**src/core/bus_wait_pkg.sv**
```systemverilog
package bus_wait_pkg;

  // register byte offsets on the AXI4-Lite slave
  localparam logic [3:0]  CS_WAIT_OFFSET    = 4'h0;
  localparam logic [3:0]  DMA_WAIT_OFFSET   = 4'h4;
  localparam logic [3:0]  WAIT_STAT_OFFSET  = 4'h8;

  // power-on reset values
  localparam logic [15:0] CS_WAIT_RESET     = 16'hFFFF;
  localparam logic [5:0]  DMA_WAIT_RESET    = 6'h0F;

  // field layout
  localparam int          CS_FIELD_W        = 4;
  localparam int          CS_SPACES         = 4;
  localparam int          DMA_WIDTH         = 6;
  localparam int          DRAM_DMA_LSB      = 4;
  localparam int          CS_DMA_LSB        = 0;
  localparam int          DRAM_BASE_CYCLES  = 2;

  // AXI responses
  localparam logic [1:0]  RESP_OKAY         = 2'h0;
  localparam logic [1:0]  RESP_SLVERR       = 2'h2;

  // access target spaces
  typedef enum logic [2:0] {
    SPACE_CS0  = 3'b000,
    SPACE_CS1  = 3'b001,
    SPACE_CS2  = 3'b010,
    SPACE_CS3  = 3'b011,
    SPACE_DRAM = 3'b100
  } space_t;

  // wait sequencer states
  typedef enum logic [1:0] {
    ST_IDLE = 2'b00,
    ST_WAIT = 2'b01,
    ST_HOLD = 2'b10,
    ST_DONE = 2'b11
  } wait_state_t;

  // access request from the bus cycle generator
  typedef struct packed {
    logic      start;
    space_t    space;
    logic      dma_single;
    logic      write;
  } access_req_t;

  // access status back to the bus cycle generator
  typedef struct packed {
    logic       busy;
    logic       ext_wait_en;
    logic       in_wait;
    logic       done;
  } access_stat_t;

  // whole state of the block
  typedef struct packed {
    logic [15:0] cs_wait;
    logic [5:0]  dma_wait;
    logic [3:0]  aw_addr;
    logic        aw_have;
    logic [15:0] w_data;
    logic [1:0]  w_strb;
    logic        w_have;
    logic        b_valid;
    logic [1:0]  b_resp;
    logic        r_valid;
    logic [31:0] r_data;
    logic [1:0]  r_resp;
    wait_state_t st;
    logic [3:0]  count;
    logic        ext_en;
    logic        pin_meta;
    logic        pin_sync;
  } wait_ctl_state_t;

  localparam wait_ctl_state_t STATE_RESET = '{
    cs_wait:  CS_WAIT_RESET,
    dma_wait: DMA_WAIT_RESET,
    aw_addr:  4'h0,
    aw_have:  1'b0,
    w_data:   16'h0000,
    w_strb:   2'h0,
    w_have:   1'b0,
    b_valid:  1'b0,
    b_resp:   RESP_OKAY,
    r_valid:  1'b0,
    r_data:   32'h00000000,
    r_resp:   RESP_OKAY,
    st:       ST_IDLE,
    count:    4'h0,
    ext_en:   1'b0,
    pin_meta: 1'b0,
    pin_sync: 1'b0
  };

endpackage : bus_wait_pkg

```
**src/core/external_bus_wait_control.sv**
```systemverilog
`timescale 1ns/100ps
`default_nettype none
module external_bus_wait_control
  import bus_wait_pkg::*;
(
  // clock and power-on reset
  input  wire logic         clk_sys_i,
  input  wire logic         reset_i,
  // manual reset and software standby, same clock domain
  input  wire logic         manual_reset_i,
  input  wire logic         software_standby_i,
  // AXI4-Lite write address
  input  wire logic         s_axi_awvalid_i,
  output logic              s_axi_awready_o,
  input  wire logic [3:0]   s_axi_awaddr_i,
  // AXI4-Lite write data
  input  wire logic         s_axi_wvalid_i,
  output logic              s_axi_wready_o,
  input  wire logic [31:0]  s_axi_wdata_i,
  input  wire logic [3:0]   s_axi_wstrb_i,
  // AXI4-Lite write response
  output logic              s_axi_bvalid_o,
  input  wire logic         s_axi_bready_i,
  output logic [1:0]        s_axi_bresp_o,
  // AXI4-Lite read address
  input  wire logic         s_axi_arvalid_i,
  output logic              s_axi_arready_o,
  input  wire logic [3:0]   s_axi_araddr_i,
  // AXI4-Lite read data
  output logic              s_axi_rvalid_o,
  input  wire logic         s_axi_rready_i,
  output logic [31:0]       s_axi_rdata_o,
  output logic [1:0]        s_axi_rresp_o,
  // normal DRAM wait codes from the DRAM area control
  input  wire logic [1:0]   dram_read_wait_field_i,
  input  wire logic [1:0]   dram_write_wait_field_i,
  // access request and status
  input  wire access_req_t  access_req_i,
  output access_stat_t      access_stat_o,
  // external wait pin, asynchronous, active low
  input  wire logic         ext_wait_n_i
);

  wait_ctl_state_t s_q;             // registered state
  wait_ctl_state_t s_d;             // next state
  logic            wr_commit;       // write address and data both held
  logic            wr_hit_cs;       // write decodes the per-space register
  logic            wr_hit_dma;      // write decodes the DMA register
  logic [3:0]      sel_waits;       // wait count chosen for a new access
  logic            sel_ext;         // wait pin enabled for a new access
  logic            pin_active;      // synchronised wait request
  logic            start_ok;        // access accepted this cycle
  logic [15:0]     wmask;           // byte lane mask of the write

  // per-space wait counts as separate fields
  logic [3:0]      cs_count [CS_SPACES];

  genvar gi;
  generate
    for (gi = 0; gi < CS_SPACES; gi++)
    begin : g_cs_field
      // each space owns its own nibble
      assign cs_count[gi] = s_q.cs_wait[gi*CS_FIELD_W +: CS_FIELD_W];
    end
  endgenerate

  // write decode
  assign wr_commit  = s_q.aw_have && s_q.w_have && !s_q.b_valid;
  assign wr_hit_cs  = (s_q.aw_addr == CS_WAIT_OFFSET);
  assign wr_hit_dma = (s_q.aw_addr == DMA_WAIT_OFFSET);
  assign wmask      = {{8{s_q.w_strb[1]}}, {8{s_q.w_strb[0]}}};
  assign pin_active = s_q.pin_sync;
  assign start_ok   = access_req_i.start && (s_q.st == ST_IDLE)
                      && !manual_reset_i && !software_standby_i;

  // wait selection for the requested space and mode
  always_comb
  begin
    sel_waits = 4'h0;
    sel_ext   = 1'b0;
    if (access_req_i.space == SPACE_DRAM)
    begin
      // dram: code 00..11 gives 0..3 waits, pin enabled for upper half
      if (access_req_i.dma_single)
      begin
        sel_waits = {2'b00, s_q.dma_wait[DRAM_DMA_LSB +: 2]};
        sel_ext   = s_q.dma_wait[DRAM_DMA_LSB + 1];
      end
      else if (access_req_i.write)
      begin
        sel_waits = {2'b00, dram_write_wait_field_i};
        sel_ext   = dram_write_wait_field_i[1];
      end
      else
      begin
        sel_waits = {2'b00, dram_read_wait_field_i};
        sel_ext   = dram_read_wait_field_i[1];
      end
    end
    else if (access_req_i.dma_single)
    begin
      // chip-select in DMA single address mode uses its own count
      sel_waits = s_q.dma_wait[CS_DMA_LSB +: CS_FIELD_W];
      sel_ext   = (sel_waits != 4'h0);
    end
    else
    begin
      // ordinary chip-select access uses its space's nibble
      sel_waits = cs_count[access_req_i.space[1:0]];
      sel_ext   = (sel_waits != 4'h0);
    end
  end

  // next-state logic for the bus slave and the wait sequencer
  always_comb
  begin
    s_d = s_q;

    // wait pin synchroniser, active low at the pin
    s_d.pin_meta = !ext_wait_n_i;
    s_d.pin_sync = s_q.pin_meta;

    // write address channel
    if (s_axi_awvalid_i && s_axi_awready_o)
    begin
      s_d.aw_addr = s_axi_awaddr_i;
      s_d.aw_have = 1'b1;
    end
    // write data channel
    if (s_axi_wvalid_i && s_axi_wready_o)
    begin
      s_d.w_data = s_axi_wdata_i[15:0];
      s_d.w_strb = s_axi_wstrb_i[1:0];
      s_d.w_have = 1'b1;
    end

    // both halves present: update register and answer
    if (wr_commit)
    begin
      s_d.aw_have = 1'b0;
      s_d.w_have  = 1'b0;
      s_d.b_valid = 1'b1;
      s_d.b_resp  = RESP_OKAY;
      if (wr_hit_cs)
      begin
        s_d.cs_wait = (s_q.cs_wait & ~wmask) | (s_q.w_data & wmask);
      end
      else if (wr_hit_dma)
      begin
        // only the low six bits exist; upper bits are dropped
        if (s_q.w_strb[0])
        begin
          s_d.dma_wait = s_q.w_data[DMA_WIDTH-1:0];
        end
      end
      else if (s_q.aw_addr != WAIT_STAT_OFFSET)
      begin
        s_d.b_resp = RESP_SLVERR;
      end
    end
    // write response retires
    if (s_q.b_valid && s_axi_bready_i)
    begin
      s_d.b_valid = 1'b0;
    end

    // read channel
    if (s_axi_arvalid_i && s_axi_arready_o)
    begin
      s_d.r_valid = 1'b1;
      s_d.r_resp  = RESP_OKAY;
      unique case (s_axi_araddr_i)
        CS_WAIT_OFFSET:   s_d.r_data = {16'h0000, s_q.cs_wait};
        DMA_WAIT_OFFSET:  s_d.r_data = {26'h0000000, s_q.dma_wait};
        WAIT_STAT_OFFSET: s_d.r_data = {24'h000000, s_q.count,
                                        s_q.ext_en, s_q.pin_sync, s_q.st};
        default:
        begin
          s_d.r_data = 32'h00000000;
          s_d.r_resp = RESP_SLVERR;
        end
      endcase
    end
    else if (s_q.r_valid && s_axi_rready_i)
    begin
      s_d.r_valid = 1'b0;
    end

    // wait sequencer
    unique case (s_q.st)
      ST_IDLE:
      begin
        if (start_ok)
        begin
          s_d.count  = sel_waits;
          s_d.ext_en = sel_ext;
          // zero waits: finish at once and never look at the pin
          s_d.st     = (sel_waits == 4'h0) ? ST_DONE : ST_WAIT;
        end
      end
      ST_WAIT:
      begin
        // one cycle per programmed wait
        if (s_q.count == 4'h1)
        begin
          s_d.count = 4'h0;
          s_d.st    = (s_q.ext_en && pin_active) ? ST_HOLD : ST_DONE;
        end
        else
        begin
          s_d.count = s_q.count - 4'h1;
        end
      end
      ST_HOLD:
      begin
        // stretch while the external device holds the pin
        if (!pin_active)
        begin
          s_d.st = ST_DONE;
        end
      end
      ST_DONE:
      begin
        s_d.st     = ST_IDLE;
        s_d.ext_en = 1'b0;
      end
    endcase

    // manual reset aborts the access but keeps both registers
    if (manual_reset_i)
    begin
      s_d.st     = ST_IDLE;
      s_d.count  = 4'h0;
      s_d.ext_en = 1'b0;
    end
  end

  // state register; only power-on reset restores the wait settings
  always_ff @(posedge clk_sys_i)
  begin
    if (reset_i)
    begin
      s_q <= STATE_RESET;
    end
    else
    begin
      s_q <= s_d;
    end
  end

  // bus handshakes
  assign s_axi_awready_o = !s_q.aw_have && !s_q.b_valid;
  assign s_axi_wready_o  = !s_q.w_have && !s_q.b_valid;
  assign s_axi_arready_o = !s_q.r_valid;
  assign s_axi_bvalid_o  = s_q.b_valid;
  assign s_axi_bresp_o   = s_q.b_resp;
  assign s_axi_rvalid_o  = s_q.r_valid;
  assign s_axi_rdata_o   = s_q.r_data;
  assign s_axi_rresp_o   = s_q.r_resp;

  // access status, decoded from registered state
  assign access_stat_o.busy        = (s_q.st != ST_IDLE);
  assign access_stat_o.ext_wait_en = s_q.ext_en;
  assign access_stat_o.in_wait     = (s_q.st == ST_WAIT) || (s_q.st == ST_HOLD);
  assign access_stat_o.done        = (s_q.st == ST_DONE);
endmodule : external_bus_wait_control
`default_nettype wire

```
**config.mk**
```make
export PLATFORM = sky130hd
export DESIGN_NAME = external_bus_wait_control
export DESIGN_NICKNAME = d
export VERILOG_FILES = /design/src/core/bus_wait_pkg.sv /design/src/core/external_bus_wait_control.sv
export SDC_FILE = /design/constraint.sdc
export NUM_CORES = 1
export LEC_CHECK = 0
export BUFFER_PORTS_ARGS = -buffer_cell sky130_fd_sc_hd__buf_2
export CAP_MARGIN = 5
export CORE_MARGIN = 2
export CORE_UTILIZATION = 40
export CTS_CLUSTER_SIZE = 24
export DETAILED_ROUTE_END_ITERATION = 10
export GPL_ROUTABILITY_DRIVEN = 0
export PLACE_DENSITY = 0.66
export SLEW_MARGIN = 20
export SYNTH_ARGS = -nofsm -noshare
export SYNTH_HDL_FRONTEND = slang
export SYNTH_SLANG_ARGS = --single-unit
```
**constraint.sdc**
```tcl
create_clock -name clk_sys_i -period 2.8 [get_ports clk_sys_i]
set_clock_uncertainty 0.2 [all_clocks]
set_input_delay 0.14 -clock clk_sys_i [delete_from_list [all_inputs] [get_ports clk_sys_i]]
set_output_delay 0.14 -clock clk_sys_i [all_outputs]
set_load 0.005 [all_outputs]
```
======== Word level (Yosys, flattened, before mapping) ========
Index checks and enable logic that the tools add are counted.
word-level totals
  bits in registers ....................... 93
  bits of input ports ..................... 64
  output and inout port bits .............. 45
operators by class
  add/subtract/negate cells ............... 1
  magnitude comparators ................... 1
  equality and inequality tests ........... 12
  multiplexer cells ....................... 27
  bitwise gates (word level) .............. 6
  reductions and logical operators ........ 40
operator list
  cell                                                 number
  one-hot mux 16 bit (3 select lines)                  1
  bitwise AND 16 bit                                   2
  2-to-1 mux 4 bit                                     5
  2-to-1 mux 2 bit                                     9
  NOT 16 bit                                           1
  bitwise OR 16 bit                                    1
  logical AND 1 bit                                    13
  logical NOT 4 bit                                    3
  binary-select mux 4 bit (select 2 bit)               1
  equality test 4 x 3 -> 1 bit, second input constant  2
  one-hot mux 2 bit (4 select lines)                   1
  one-hot mux 4 bit (2 select lines)                   1
  nonzero test 2 bit                                   4
  nonzero test 4 bit                                   2
  logical NOT 1 bit                                    7
  2-to-1 mux 1 bit                                     7
  2-to-1 mux 7 bit                                     1
  != test 2 bit, second input constant                 3
  AND reduction 2 bit                                  3
  OR reduction 2 bit                                   3
  equality test 2 bit, second input constant           2
  equality test 4 x 1 -> 1 bit, second input constant  1
  equality test 4 bit, second input constant           1
  != test 4 bit, second input constant                 1
  other kinds (12)                                     12

======== Longest topological paths before layout ========
  depth in word-level cells ............... 10
  mapped depth ............................ 7
  gate-level depth less buffers ........... 7

======== Worst setup path after synthesis ========
OpenSTA, ideal clock, no wires.
  path kind ............................... reg2reg
  start ................................... register s_q, in the netlist s_axi_bvalid_o
  end ..................................... register with a tool-made name
  setup time .............................. 0.120 ns
  data arrival time ....................... 1.648 ns
  data required time ...................... 2.480 ns
  slack ................................... 0.833 ns
  stages on the path, launching flop included .. 8
  buffers on the path ..................... 2
  clock period less this slack ............ 1.967 ns
  cells stage by stage .................... dfxtp_1 -> nand2b_1 -> or2_1 -> buf_2 -> nor3_4 -> buf_4 -> nand2_2 -> a211o_1
RTL lines
  element                   RTL line                          RTL
  start: declaration        external_bus_wait_control.sv:44   wait_ctl_state_t s_q;
  start signal: assignment  external_bus_wait_control.sv:243  s_q <= STATE_RESET;
  start signal: assignment  external_bus_wait_control.sv:247  s_q <= s_d;

======== Final worst setup path ========
  start ................................... input port s_axi_arvalid_i
  end ..................................... register s_q, in the netlist s_axi_rdata_o[0]
between the ends
  word-level cells in the longest chain between the ends .. 1
RTL lines
  element             RTL line                          RTL
  start: declaration  external_bus_wait_control.sv:26   input wire logic s_axi_arvalid_i,
  logical AND 1 bit   external_bus_wait_control.sv:168  if (s_axi_arvalid_i && s_axi_arready_o)
Every way passes these cells.
A chain may end at the register's enable or synchronous reset.

==> results.tsv <==
stage	metric	value	unit
logic_synthesis	syn_area	0.00365	mm^2
logic_synthesis	synth_largest_area_cell	dfxtp_1	
grt	antenna_found_initial	0	
critical_path	critical_path.max_stage_delay	0.76	ns
route	drt-total-wl	8.65	mm
timing	final.setup.tns	0	ns
floorplan	io_pins	109	
grt	grt-ovfl-total	0	
clocking	cts_tree	yes	
finish	diodes	0	
grt	grt_pass1_vias	2925	
place	pre_cts_slack	0.626	ns
critical_path	cp_common_cell	dlygate4sd3_1	
finish	final_layout_size_suffix_gt1_frac	0.209	
critical_path	path_class	in -> reg	
logic_synthesis	syn_area_per_cell	8.89	um^2
clocking	cts_buffers	9	
place	hpwl	6.06	mm
finish	final_core_util	0.502	
timing	worstMarginPinSlew	0.720	ns
timing	fin_crit_sh	0.889	
power_and_ir_drop	ir_drop	382	uV
timing	maxSlewHeadroom	0.519	
worst_hold_path	hold_path.startpoint	reset_i	
critical_path	reg2reg_setup_slack	0.34	ns
finish	final_area	0.00442	mm^2
critical_path	crit_chain	dlygate4sd3_1, buf_2, nand2_1, a2111oi_2, dlygate4sd3_1, a22oi_1, nor2_1	
clocking	clock_sinks	75	
power_and_ir_drop	p_leak	1.88	nW
outcome	status	complete, no violations	
route	vias_per_cell	5.07	
floorplan	fp.dieH	99.6	um
clocking	clockRootBuffer	clkbuf_8	
route	post_drt_wl_per_cell	14.4	um
clocking	postCtsResizedCells	0	
timing	setup-violations-final	0	
grt	grt_pass1_wl	14.2	mm
critical_path	slowest_stage	dlygate4sd3_1	
logic_synthesis	yosys_warnings	0	
timing	finalCriticalPeriod	2.49	ns
logic_synthesis	ys_ff_latch	75	
finish	most-common-layout-cells	dfxtp_1, buf_2, nand2_1, nor2_1	
grt	grt_use_met2	0.306	
logic_synthesis	synth_edf_count	0	
finish	layout.cells.most_common	dfxtp_1	
route	drcViolationCount	0	
critical_path	critPathArrivalTime	2.58	ns
timing	setup_ws	0.310	ns
timing	rsz0062_at_grt	no	
floorplan	rows	34	
critical_path	cp-end-kind	flop	
logic_synthesis	synth_flop_cell	dfxtp_1	
clocking	clock_latency	0.35	ns
worst_hold_path	whs_endpoint	s_q[8]	
route	postRouteAntennaNets	0	
clocking	hold_buffers	34	
grt	grt_use_met3	0.0457	
logic_synthesis	syn_inst	411	
route	vias	3046	
worst_hold_path	hold_class	in -> reg	
logic_synthesis	synth_top_area_share	0.411	
clocking	cts-htree-levels	3	
grt	grt_max_degree	69	
critical_path	cp-start-kind	input pin	
critical_path	reg2reg_from	s_axi_rvalid_o	
grt	use_met1	0.229	
route	drtIter0Drc	158	
logic_synthesis	ys_types	47	
clocking	path_clk_slew	0.08	ns
grt	grt_use_total	0.180	
timing	drv_slew	0	
timing	whs	0.0256	ns
timing	fmax	402	MHz
critical_path	cp_data_required_time	2.89	ns
power_and_ir_drop	power_density	525	mW/mm^2
floorplan	start_util	0.415	
worst_hold_path	hold_depth	5	
timing	hold_viol	0	
finish	num-nets-final	559	
clocking	clockBufferDepth	2	
grt	busiest_layer	met2	
logic_synthesis	async_flop_share	0	
clocking	cts_setup_buffers	0	
route	firstDrtPassIters	5	
logic_synthesis	seq_area_frac_synth	0.411	
critical_path	cp_max_fo	4	
place	port-buffer-count	72	
flow_run	max_cap_viol_count	0	
critical_path	r2r_end	s_axi_rdata_o[0]	
finish	syn_to_final_growth	20.9	%
floorplan	core_area	0.00881	mm^2
logic_synthesis	synth.top_cells.by_area	dfxtp_1, buf_4, mux2i_1, nand2_1, a211o_1	
floorplan	die_w	99.6	um
place	dpl-instance-area	0.00386	mm^2
critical_path	worstRegToRegCells	6	
floorplan	die-area	0.00992	mm^2
critical path: cells and delay by family:
kind	cells	cell delay, ns
AOI/OAI and AO/OA	2	0.81
buffers and inverters	3	1.40
and+or+nand+nor	2	0.23
Yosys cell counts, types with 2 or more instances:
| cell type | n |
|---|---|
| inv_1 | 7 |
| mux4_2 | 3 |
| a211o_1 | 20 |
| o21ai_0 | 13 |
| and3_1 | 17 |
| mux4_1 | 2 |
| nor2b_1 | 8 |
| a21oi_1 | 34 |
| nand2b_1 | 4 |
| dfxtp_1 | 75 |
| and2_1 | 3 |
| nor2_1 | 36 |
| nand2_1 | 50 |
| clkbuf_1 | 20 |
| nor3_1 | 5 |
| buf_4 | 38 |
| nor3_4 | 2 |
| or2_1 | 2 |
| a22oi_1 | 16 |
| mux2i_1 | 19 |
| ha_1 | 7 |
| nand2_2 | 2 |
| a211oi_1 | 2 |
| or3_1 | 2 |
| mux2_2 | 2 |
final cells by class:
type	count	area, um^2
multi-input cells	285	1810
fillers	838	4390
clock buffers	11	131
clock inverters	5	86.3
repair buffers	109	723
inverters	8	30.0
well taps	108	135
flip-flops and latches	75	1500
metal layers:
layer | vias to the layer above | wire length, um
met1 | 1418 | 4080
met5 | - | 0
met4 | 0 | 88
met2 | 81 | 4120
li1 | 1538 | -
met3 | 9 | 362
worst max-delay path by stage:
| stage | startpoint | to | slack (ns) | cells after the start |
|---|---|---|---|---|
| after CTS | s_axi_arvalid_i | s_axi_rdata_o[0] | 0.39 | 7 |
| after global placement | s_q[3] | s_q[8] | 0.69 | 6 |
| after detailed placement | s_q[3] | s_q[8] | 0.63 | 6 |
| final | s_axi_arvalid_i | s_axi_rdata_o[0] | 0.31 | 7 |
| after floorplan | s_axi_bvalid_o | flop | 0.83 | 7 |
| after global routing | s_axi_arvalid_i | s_axi_rdata_o[1] | 0.23 | 7 |
stage by stage:
stage          std cells  power [mW]
2_1_floorplan        428        1.33
3_3_place_gp         551        1.37
3_5_place_dp         551        1.38
4_1_cts              601        2.34
5_1_grt              601        2.43
6_report             601        2.32
power by group:
group | switching (mW) | leakage [nW] | internal [mW]
combinational | 0.138 | 1.16 | 0.123
sequential | 0.0305 | 0.611 | 1.10
clock | 0.417 | 0.108 | 0.509
total | 0.585 | 1.88 | 1.73
cells by family after synthesis:
| kind of cell | Yosys count | share of synthesized area |
|---|---|---|
| other | 1 | 0.00103 |
| muxes | 26 | 0.0911 |
| DFF | 75 | 0.411 |
| and+or+nand+nor | 138 | 0.184 |
| buffers and inverters | 68 | 0.111 |
| adders and majority gates | 7 | 0.0240 |
| xor gates and xnor gates | 1 | 0.00240 |
| AOI/OAI and AO/OA | 95 | 0.176 |
Note: power is estimated with default switching activity, not from simulation.
